## src/design/seq_pkg.sv

```systemverilog
// Constants and types shared by the stack compute sequencer.
package seq_pkg;
    localparam int          SLOT_COUNT     = 12;
    localparam int          STACK_DEPTH    = 16;
    localparam logic [3:0]  LAST_SLOT      = 4'hB;
    localparam logic [3:0]  OP_FETCH_LAST  = 4'h3;
    localparam logic [3:0]  OP_AND         = 4'h4;
    localparam logic [3:0]  OP_OR          = 4'h5;
    localparam logic [3:0]  OP_XOR         = 4'h6;
    localparam logic [3:0]  OP_INV         = 4'h7;
    localparam logic [3:0]  OP_PUSH0       = 4'h8;
    localparam logic [3:0]  OP_POP         = 4'h9;
    localparam logic [3:0]  OP_DELAY       = 4'hA;
    localparam logic [3:0]  OP_LOOP        = 4'hB;
    localparam logic [3:0]  OP_DRIVE1      = 4'hC;
    localparam logic [3:0]  OP_DRIVE3      = 4'hE;
    localparam logic [3:0]  OP_END         = 4'hF;
    localparam logic [1:0]  INIT_KEEP      = 2'h0;
    localparam logic [1:0]  INIT_LOW       = 2'h1;
    localparam logic [1:0]  INIT_HIGH      = 2'h2;
    localparam logic [1:0]  INIT_FLOAT     = 2'h3;
    localparam logic [5:0]  THRESH_MIN     = 6'h00;
    localparam logic [5:0]  THRESH_MAX     = 6'h3F;
    localparam logic [2:0]  CLKSEL_RESET   = 3'h0;
    localparam logic [15:0] STACK_RESET    = 16'h0000;
    localparam logic [3:0]  SLOT_RESET     = 4'h0;
    localparam logic [7:0]  COUNT_RESET    = 8'h00;
    localparam logic [2:0]  LINES_RESET    = 3'h0;
    localparam logic [2:0]  OE_RESET       = 3'h0;
    typedef enum logic [1:0] {ST_IDLE, ST_RUN, ST_WAIT} seq_state_t;
endpackage

```

## src/design/delay_timer.sv

```systemverilog
// Delay counter that counts periods of a selected tick.
`timescale 1ns/1ps
module delay_timer
    import seq_pkg::*;
(
    input  wire logic       clock_i,
    input  wire logic       reset_i,
    input  wire logic       start_i,
    input  wire logic       cancel_i,
    input  wire logic [7:0] count_i,
    input  wire logic [2:0] clk_sel_i,
    input  wire logic [7:0] tick_i,
    output logic            done_o
);
    logic [7:0] left_q;
    logic       busy_q;
    logic       tick;

    assign tick = tick_i[clk_sel_i];

    // A count of zero finishes at once; otherwise one tick retires one period.
    always_ff @(posedge clock_i or posedge reset_i) begin
        if (reset_i) begin
            left_q <= COUNT_RESET;
            busy_q <= 1'b0;
        end else if (cancel_i) begin
            busy_q <= 1'b0;
        end else if (start_i) begin
            left_q <= count_i;
            busy_q <= 1'b1;
        end else if (busy_q && tick && left_q != COUNT_RESET) begin
            left_q <= left_q - 8'h01; // [RULE14]
        end else if (busy_q && left_q == COUNT_RESET) begin
            busy_q <= 1'b0;
        end
    end

    assign done_o = busy_q && (left_q == COUNT_RESET) && !start_i;
endmodule

```

## src/design/stack_compute_sequencer.sv

```systemverilog
// One-bit stack sequencer run once on each state entry of the state sequencer.
// What this block does
// [RULE1] Each fetch picks routing-matrix bit on select 0, comparator result on 1.
// [RULE2] Comparator fetches present their 6-bit threshold code to the comparator.
// [RULE3] Fetches one and two select analog inputs one to four.
// [RULE4] Fetches three and four select analog inputs five to eight.
// [RULE5] Each line starts from keep, low, high or undriven setting.
// [RULE6] Initial line settings reload on every state change.
// [RULE7] Command list runs only on entry to a new state, then returns control.
// [RULE8] State sequencer holds its state while this block is busy.
// [RULE9] Sequencer reset or abort stops execution and returns control at once.
// [RULE10] Loop command with zero on top waits delay, then jumps to slot.
// [RULE11] Loop target counts slots from 0 to 11.
// [RULE12] Fetch opcodes push a bit, shift down, drop location 15.
// [RULE13] AND, OR, XOR merge top two, shift up, fill location 15 with zero.
// [RULE14] Delay is 0 to 255 periods of a selected tick, shared by both delays.
// [RULE15] End opcode returns control immediately.
// [RULE16] Running past slot twelve ends as if an end command ran.
`timescale 1ns/1ps
module stack_compute_sequencer
    import seq_pkg::*;
#(
    parameter int SLOTS = SLOT_COUNT
)(
    input  wire logic                 clock_i,
    input  wire logic                 reset_i,
    input  wire logic                 state_entry_i,
    input  wire logic                 sequencer_reset_n_i,
    input  wire logic                 compute_abort_i,
    input  wire logic [4*SLOTS-1:0]   program_i,
    input  wire logic [3:0]           loop_target_i,
    input  wire logic [7:0]           delay_count_i,
    input  wire logic [2:0]           delay_clk_sel_i,
    input  wire logic [7:0]           delay_tick_i,
    input  wire logic [3:0]           fetch_source_i,
    input  wire logic [3:0]           matrix_bit_i,
    input  wire logic                 compute_comparator_i,
    input  wire logic [5:0]           thresh_a_i,
    input  wire logic [1:0]           pin_sel_a_i,
    input  wire logic [5:0]           thresh_b_i,
    input  wire logic [1:0]           pin_sel_b_i,
    input  wire logic [5:0]           line_init_i,
    output logic                      busy_o,
    output logic                      hold_state_o,
    output logic [5:0]                comparator_thresh_o,
    output logic [2:0]                comparator_pin_o,
    output logic                      comparator_enable_o,
    output logic [2:0]                drive_line_o,
    output logic [2:0]                drive_line_oe_o
);
    seq_state_t  state_q;
    logic [15:0] stack_q;
    logic [3:0]  slot_q;
    logic        stop;
    logic        entry_q;
    logic        entry_edge;
    logic [3:0]  op;
    logic        fetch_bit;
    logic        delay_start;
    logic        delay_done;
    logic [1:0]  fsel;

    assign stop       = !sequencer_reset_n_i || compute_abort_i;
    assign entry_edge = state_entry_i && !entry_q;
    assign op         = program_i[4*slot_q +: 4];
    assign fsel       = op[1:0];

    always_ff @(posedge clock_i or posedge reset_i) begin
        if (reset_i) begin
            entry_q <= 1'b0;
        end else begin
            entry_q <= state_entry_i;
        end
    end

    // Fetch source: matrix bit or the comparator result.
    always_comb begin
        fetch_bit = fetch_source_i[fsel] ? compute_comparator_i : matrix_bit_i[fsel]; // [RULE1]
    end

    // The comparator is steered to the input of the fetch in progress, registered, so the setting appears one clock after that fetch.
    always_ff @(posedge clock_i or posedge reset_i) begin
        if (reset_i) begin
            comparator_thresh_o <= THRESH_MIN;
            comparator_pin_o    <= 3'h0;
            comparator_enable_o <= 1'b0;
        end else begin
            comparator_enable_o <= state_q == ST_RUN && op <= OP_FETCH_LAST && fetch_source_i[fsel];
            if (fsel[1]) begin
                comparator_thresh_o <= thresh_b_i; // [RULE2]
                comparator_pin_o    <= {1'b1, pin_sel_b_i}; // [RULE4]
            end else begin
                comparator_thresh_o <= thresh_a_i; // [RULE2]
                comparator_pin_o    <= {1'b0, pin_sel_a_i}; // [RULE3]
            end
        end
    end

    assign delay_start = state_q == ST_RUN && !stop &&
                         (op == OP_DELAY || (op == OP_LOOP && !stack_q[0]));

    delay_timer u_delay (
        .clock_i   (clock_i),
        .reset_i   (reset_i),
        .start_i   (delay_start),
        .cancel_i  (stop),
        .count_i   (delay_count_i),
        .clk_sel_i (delay_clk_sel_i),
        .tick_i    (delay_tick_i),
        .done_o    (delay_done)
    );

    // Sequencing; stop overrides everything and returns control at once.
    always_ff @(posedge clock_i or posedge reset_i) begin
        if (reset_i) begin
            state_q <= ST_IDLE;
            slot_q  <= SLOT_RESET;
        end else if (stop) begin
            state_q <= ST_IDLE; // [RULE9]
        end else begin
            case (state_q)
                ST_IDLE: begin
                    if (entry_edge) begin
                        state_q <= ST_RUN; // [RULE7]
                        slot_q  <= SLOT_RESET;
                    end
                end
                ST_RUN: begin
                    if (op == OP_END) begin
                        state_q <= ST_IDLE; // [RULE15]
                    end else if (delay_start) begin
                        state_q <= ST_WAIT;
                    end else if (slot_q >= LAST_SLOT) begin
                        state_q <= ST_IDLE; // [RULE16]
                    end else begin
                        slot_q <= slot_q + 4'h1;
                    end
                end
                ST_WAIT: begin
                    if (delay_done) begin
                        if (op == OP_LOOP) begin
                            // Targets beyond the last slot are clamped to it.
                            state_q <= ST_RUN;
                            slot_q  <= (loop_target_i > LAST_SLOT) ? LAST_SLOT : loop_target_i; // [RULE10] [RULE11]
                        end else if (slot_q >= LAST_SLOT) begin
                            state_q <= ST_IDLE; // [RULE16]
                        end else begin
                            state_q <= ST_RUN;
                            slot_q  <= slot_q + 4'h1;
                        end
                    end
                end
                default: state_q <= ST_IDLE;
            endcase
        end
    end

    // Stack of sixteen single bits, location 0 is the top.
    always_ff @(posedge clock_i or posedge reset_i) begin
        if (reset_i) begin
            stack_q <= STACK_RESET;
        end else if (state_q == ST_RUN && !stop) begin
            case (op)
                4'h0, 4'h1, 4'h2, 4'h3: stack_q <= {stack_q[14:0], fetch_bit}; // [RULE12]
                OP_AND: stack_q <= {1'b0, stack_q[15:2], stack_q[0] & stack_q[1]}; // [RULE13]
                OP_OR:  stack_q <= {1'b0, stack_q[15:2], stack_q[0] | stack_q[1]}; // [RULE13]
                OP_XOR: stack_q <= {1'b0, stack_q[15:2], stack_q[0] ^ stack_q[1]}; // [RULE13]
                OP_INV: stack_q <= {stack_q[15:1], ~stack_q[0]};
                OP_PUSH0: stack_q <= {stack_q[14:0], 1'b0};
                OP_POP: stack_q <= {1'b0, stack_q[15:1]};
                default: stack_q <= stack_q;
            endcase
        end
    end

    // Output lines: initial settings on each state entry, then drive commands.
    genvar g;
    generate
        for (g = 0; g < 3; g++) begin : g_line
            always_ff @(posedge clock_i or posedge reset_i) begin
                if (reset_i) begin
                    drive_line_o[g]    <= LINES_RESET[g];
                    drive_line_oe_o[g] <= OE_RESET[g];
                end else if (entry_edge && state_q == ST_IDLE) begin
                    case (line_init_i[2*g +: 2]) // [RULE5] [RULE6]
                        INIT_LOW: begin
                            drive_line_o[g]    <= 1'b0;
                            drive_line_oe_o[g] <= 1'b1;
                        end
                        INIT_HIGH: begin
                            drive_line_o[g]    <= 1'b1;
                            drive_line_oe_o[g] <= 1'b1;
                        end
                        INIT_FLOAT: begin
                            drive_line_oe_o[g] <= 1'b0;
                        end
                        default: begin
                            drive_line_o[g] <= drive_line_o[g];
                        end
                    endcase
                end else if (state_q == ST_RUN && !stop && op == OP_DRIVE1 + 4'(g)) begin
                    drive_line_o[g]    <= stack_q[0];
                    drive_line_oe_o[g] <= 1'b1;
                end
            end
        end
    endgenerate

    assign busy_o       = state_q != ST_IDLE;
    assign hold_state_o = busy_o || (entry_edge && !stop); // [RULE8]
endmodule

```

## config.mk

```make
export PLATFORM = sky130hd
export DESIGN_NAME = stack_compute_sequencer
export DESIGN_NICKNAME = d
export VERILOG_FILES = /design/src/design/seq_pkg.sv /design/src/design/delay_timer.sv /design/src/design/stack_compute_sequencer.sv
export SDC_FILE = /design/constraint.sdc
export NUM_CORES = 1
export LEC_CHECK = 0
export ABC_AREA = 1
export BUFFER_PORTS_ARGS = -buffer_cell sky130_fd_sc_hd__buf_2
export CAP_MARGIN = 25
export CORE_MARGIN = 2
export CORE_UTILIZATION = 47
export DETAILED_ROUTE_END_ITERATION = 6
export PLACE_DENSITY_LB_ADDON = 0.12
export SLEW_MARGIN = 30
export SYNTH_ARGS = -nofsm -noshare
export SYNTH_HDL_FRONTEND = slang
export SYNTH_SLANG_ARGS = --single-unit
```

## constraint.sdc

```tcl
create_clock -name clock_i -period 1.85 [get_ports clock_i]
set_input_delay 0.555 -clock clock_i [delete_from_list [all_inputs] [get_ports clock_i]]
set_output_delay 0.555 -clock clock_i [all_outputs]
set_load 0.02 [all_outputs]
```

Word level (Yosys, flattened, before mapping)
Cells that the tools add are included.
- bits in registers: 48
- input port bits: 107
- output and inout bits: 18
- logic and storage cells: 173
- add/subtract/negate cells: 2
- magnitude comparators: 5
- equality and inequality tests: 40
- shifts and indexed selects: 1
- mux-type cells: 51
- bitwise operators: 6
- reductions and logical operators: 52
- operator list (kind ; number):
    16-bit case mux with 7 select lines ; 1
    48-bit by 7-bit variable part select with 4-bit output ; 1
    4-bit == test, second input constant ; 8
    4-bit 2-to-1 mux ; 7
    1-bit 2-to-1 mux ; 22
    2-bit AND reduction ; 9
    4-bit by 3-bit == test with 1-bit output, second input constant ; 4
    8-bit 2-to-1 mux ; 2
    1-bit logical AND ; 15
    2-bit == test, second input constant ; 7
    2-bit 2-to-1 mux ; 6
    3-bit by 2-bit != test with 1-bit output, second input constant ; 4
    1-bit case mux with 2 select lines ; 6
    4-bit case mux with 3 select lines ; 1
    2-bit nonzero test ; 5
    3-bit by 1-bit != test with 1-bit output, second input constant ; 3
    2-bit by 1-bit == test with 1-bit output, second input constant ; 4
    4-bit by 2-bit == test with 1-bit output, second input constant ; 2
    8-bit logical NOT ; 1
    2-bit != test, second input constant ; 4
    8-bit nonzero test ; 1
    8-bit by 1-bit subtractor with 8-bit output, second input constant ; 1
    7-bit nonzero test ; 1
    6-bit 2-to-1 mux ; 1
    other kinds (27) ; 41

Depth between registers and ports, before layout
- depth in word-level cells: 10
- depth in mapped cells: 18
- depth with buffers taken out: 15

Hierarchy
A second synthesis with hierarchy kept.
- cell total of the unflattened synthesis: 633
- area, all modules: 4068.9 um^2
- by module, submodules not included (module ; times used ; cells an instance ; area an instance (um^2) ; seq. area each (um^2)):
    stack_compute_sequencer ; 1 ; 518 ; 3338.2 ; 975.9
    delay_timer ; 1 ; 115 ; 730.7 ; 225.2

Worst setup path before layout
Ideal clock, no wire load.
- path type: register to output
- from: reg state_q[0]
- to: out hold_state_o
- arrival time: 1.462 ns
- required time: 1.295 ns
- path slack: -0.167 ns
- stages on the path, launching flop included: 7
- path buffers: 1
- cell sequence: dfrtp_1 > inv_1 > ha_1 > clkbuf_1 > inv_1 > nor2_1 > a21oi_1
- word-level cells in the longest chain between the ends: 2
- RTL lines (what ; line ; RTL):
    from (decl) ; stack_compute_sequencer.sv:51 ; seq_state_t state_q;
    from (signal assigned) ; stack_compute_sequencer.sv:116 ; state_q <= ST_IDLE;
    from (signal assigned) ; stack_compute_sequencer.sv:119 ; state_q <= ST_IDLE;
    from (signal assigned) ; stack_compute_sequencer.sv:124 ; state_q <= ST_RUN;
    2-bit nonzero test ; stack_compute_sequencer.sv:209 ; assign busy_o = state_q != ST_IDLE;
    named net busy_o ; stack_compute_sequencer.sv:43 ; output logic busy_o,
    1-bit logical OR ; stack_compute_sequencer.sv:210 ; assign hold_state_o = busy_o || (entry_edge && !stop);
    to (decl) ; stack_compute_sequencer.sv:44 ; output logic hold_state_o,
The timed path passes the listed nets, and every way through them passes these cells.

Worst setup path after layout
- from: reg slot_q[0]
- to: reg stack_q[2]
- word-level cells in the longest chain between the ends: 5
- elaborated cells between the ends (all ways): 16
- those cells by class: eq/ne (9); shift (1); mux (1); bitwise (1); reduce/logical (4)
- RTL lines (what ; line ; RTL):
    from (decl) ; stack_compute_sequencer.sv:53 ; logic [3:0] slot_q;
    from (signal assigned) ; stack_compute_sequencer.sv:136 ; slot_q <= slot_q + 4'h1;
    from (signal assigned) ; stack_compute_sequencer.sv:144 ; slot_q <= (loop_target_i > LAST_SLOT) ? LAST_SLOT : loop_target_i;
    from (signal assigned) ; stack_compute_sequencer.sv:149 ; slot_q <= slot_q + 4'h1;
    48-bit by 7-bit variable part select with 4-bit output * ; stack_compute_sequencer.sv:65 ; assign op = program_i[4*slot_q +: 4];
    4-bit by 1-bit == test with 1-bit output, or another cell as far along ; stack_compute_sequencer.sv:163 ; case (op)
    4-bit OR reduction ; stack_compute_sequencer.sv:163 ;
    6-bit nonzero test (no source line) ; -- ;
    3-bit AND reduction (no source line) ; -- ;
    to (signal assigned) ; stack_compute_sequencer.sv:164 ; 4'h0, 4'h1, 4'h2, 4'h3: stack_q <= {stack_q[14:0], fetch_bit};
    to (signal assigned) ; stack_compute_sequencer.sv:165 ; OP_AND: stack_q <= {1'b0, stack_q[15:2], stack_q[0] & stack_q[1]};
    to (signal assigned) ; stack_compute_sequencer.sv:166 ; OP_OR: stack_q <= {1'b0, stack_q[15:2], stack_q[0] | stack_q[1]};
    to (decl) ; stack_compute_sequencer.sv:52 ; logic [15:0] stack_q;
Mark *: on every way between the ends. The rest lies on a longest branch, timed or not.
A chain may end at the register's enable or synchronous reset.

==> reports/metrics.cfg <==
[clock_tree]
clk_pin_slew_ps = 90
cts.sinks = 48
cts_made_buffers = 5
clkLatencyLatePin_ps = 310
clockBufferDepth = 2
cts-root-buf = clkbuf_8
cts_max_level = 2
cts_tree = done

[drt]
final_antenna_net_count = 0
post_drt_wl_per_cell_um = 11.5
dr.pass1.iters = 5
wirelength_mm = 10.6
num_vias = 4425
drc_errors = 0
drt-initial-drc-count = 119
vias_per_cell = 4.83

[worst_setup_path]
critical_path_class = register to register
cp_cell_sequence = buf_6 -> nor2_2 -> nor2_1 -> nand2_1 -> nand2_1 -> nand2_2 -> nand3_4 -> nand2_4 -> nand2_4 -> nor2_4 -> inv_2 -> a21oi_4 -> buf_4 -> nand3_2 -> nand2_1 -> inv_1
crit_path_end_kind = register
critPathMaxFanout = 6
cp.arrival_ps = 2300
cp.required_ps = 2060
critPathMaxStageDelay_ps = 490
crit_top_cell = nand2_1
slowest_stage = dfrtp_2
start_kind = register

[cells_and_area]
final_common_cell = nand2_1
syn_to_final_growth_pct = 40.3
nNetsFinal = 937
multi_input_area_um2 = 2390
register_area_um2 = 1200
drive_gt1_frac = 0.340
n_antenna_cell = 0
final_cell_mix = 212 x nand2_1, 123 x buf_2, 116 x inv_1
nFillCells = 728

[yosys]
yosysTopAreaCell = dfrtp_1
async_flop_share = 1.00
avgSynthCellArea_um2 = 6.24
synth_warnings = 0
synth_area_leaders = dfrtp_1 30%, nand2_1 22%, inv_1 12%
ys_types = 34
synth_flop_cell = dfrtp_1
syn_nets = 757
synth_edf_count = 0
netlist_instances = 632
synth_top_area_share = 0.305
syn_area_um2 = 3940
ys_seq_area_frac = 0.305
synth-seq-cells = 48

[global_route]
grt_usage = 0.239
grt_max_degree = 49
first_global_vias = 4355
grt_pass1_wl_mm = 17.7
antenna_found_initial = 0
grt-ovfl-total = 0

[pwr]
fin_total_pwr_uw = 3290
p_leak_uw = 0.00324
ir_worst_vdd_mv = 0.431
cellPowerDensity_nw_per_um2 = 594

[timing]
timing.fmax_mhz = 477
skew_ps = 8.43
hold_viol_final = 0
setup_ws_ps = -246
fin_crit_ps = 2100
worst_pin_slew_ps = 388
setup_viol = 38
relSlewSlack = 0.741
rsz0062_at_grt = yes
report.final.slew_viol_count = 0
holdWs_ps = 270
fin_crit_sh = 1.13

[die]
ioPinCount = 125
die_h_um = 95.6
fp.coreArea_um2 = 8180
start_util = 0.482
die-area_um2 = 9140
die_w_um = 95.6
row_count = 33

[placed_design]
place_ws_ps = -302
hpwl_mm = 7.74
gp_congestion = 0.851
port_buffers = 124

[run_status]
violations = negative setup slack
status = finished, violations left

[min_path]
min_path_type = primary input to async pin

[flow_run]
maxCapViolCount = 0

==> metrics by stage <==
| step | instance area, µm² | util | setup TNS, ps | cells |
|---|---|---|---|---|
| floorplan | 3990 | - | -1060 | 632 |
| global placement | 5000 | 0.611 | -7470 | 892 |
| detailed placement | 5000 | 0.611 | -8520 | 892 |
| CTS | 5360 | 0.656 | -4900 | 912 |
| global route | 5530 | 0.677 | -12050 | 917 |
| finish | 5530 | 0.677 | -6220 | 917 |
==> state kept, by name, indices dropped and copies added, names as in the netlist <==
register / flops
stack_q: 16
u_delay.left_q: 8
comparator_thresh_o: 6
slot_q: 4
comparator_pin_o: 3
drive_line_o: 3
drive_line_oe_o: 3
state_q: 2
comparator_enable_o: 1
entry_q: 1
u_delay.busy_q: 1
==> cell families after synthesis <==
group / share of synthesized area
AOI/OAI and AO/OA: 0.0758
DFF: 0.305
xor gates and xnor gates: 0.0156
buffers and inverters: 0.154
muxes: 0.00254
and+or+nand+nor: 0.390
adders and majority gates: 0.0571
==> path summary, 6_finish.rpt <==
kind,cells past startpoint,slack [ps],to,startpoint
max,16,-250,stack_q[2]$_DFFE_PP0P_,slot_q[0]$_DFFE_PP0P_
max in group asynchronous,3,1350,comparator_pin_o[2]$_DFF_PP0_,reset_i
max reg2reg,16,-250,stack_q[2]$_DFFE_PP0P_,slot_q[0]$_DFFE_PP0P_
min reg2reg,2,500,stack_q[15]$_DFFE_PP0P_,stack_q[15]$_DFFE_PP0P_
min in group clock_i,1,380,entry_q$_DFF_PP0_,state_entry_i
min,3,270,u_delay.left_q[3]$_DFFE_PP0P_,reset_i
==> critical path: cells and delay by family (launching register included) <==
kind / cells / cell delay (ps)
simple gates: 11 / 850
flops: 1 / 490
compound gates: 1 / 200
buf+inv: 4 / 440
==> where the power goes <==
group          internal [µW]  switching, µW
sequential              1260            157
clock                    299            371
combinational            513            687
==> area by class of cell <==
cell class / count / area share
flip-flops and latches: 48 / 0.217
clock inverters: 1 / 0.00158
inverters: 127 / 0.0884
well taps: 105 / 0.0237
clock buffers: 6 / 0.0149
multi-input cells: 438 / 0.432
repair buffers: 192 / 0.222
==> synth_stat cells, types with 2 or more instances <==
library cell and n:
nor3_1 2, nor2_2 3, inv_2 5, nand2_1 228, o21a_1 2, dfrtp_1 48
xor2_1 6, a21oi_4 2, a21oi_1 17, o21ai_0 25, nand3_1 62, o31ai_1 2
or2_2 3, nand3_2 3, inv_1 121, buf_6 4, nor2_1 41, buf_1 2
nand4_1 8, buf_2 7, nor2_4 3, ha_1 18, o21ai_1 2, nand2_2 4
buf_4 5
==> routing by layer <==
metal | GRT usage | vias to the layer above | routed length (µm)
met5 | 0 | - | 0
met4 | 0.0845 | 0 | 267
met3 | 0.0372 | 29 | 580
met2 | 0.445 | 122 | 5270
met1 | 0.276 | 2006 | 4460
li1 | - | 2268 | -
==> what timing repair did <==
item / 4_1_cts / 5_1_grt
setup endpoints to repair: 38 / 47
gates resized for setup: 55 / 37
hold buffers: 0 / 0
cloned: 1 / 1
pin swaps: 8 / 22
buffers inserted: 12 / 4
No activity file was read; power rests on OpenSTA's default activity.
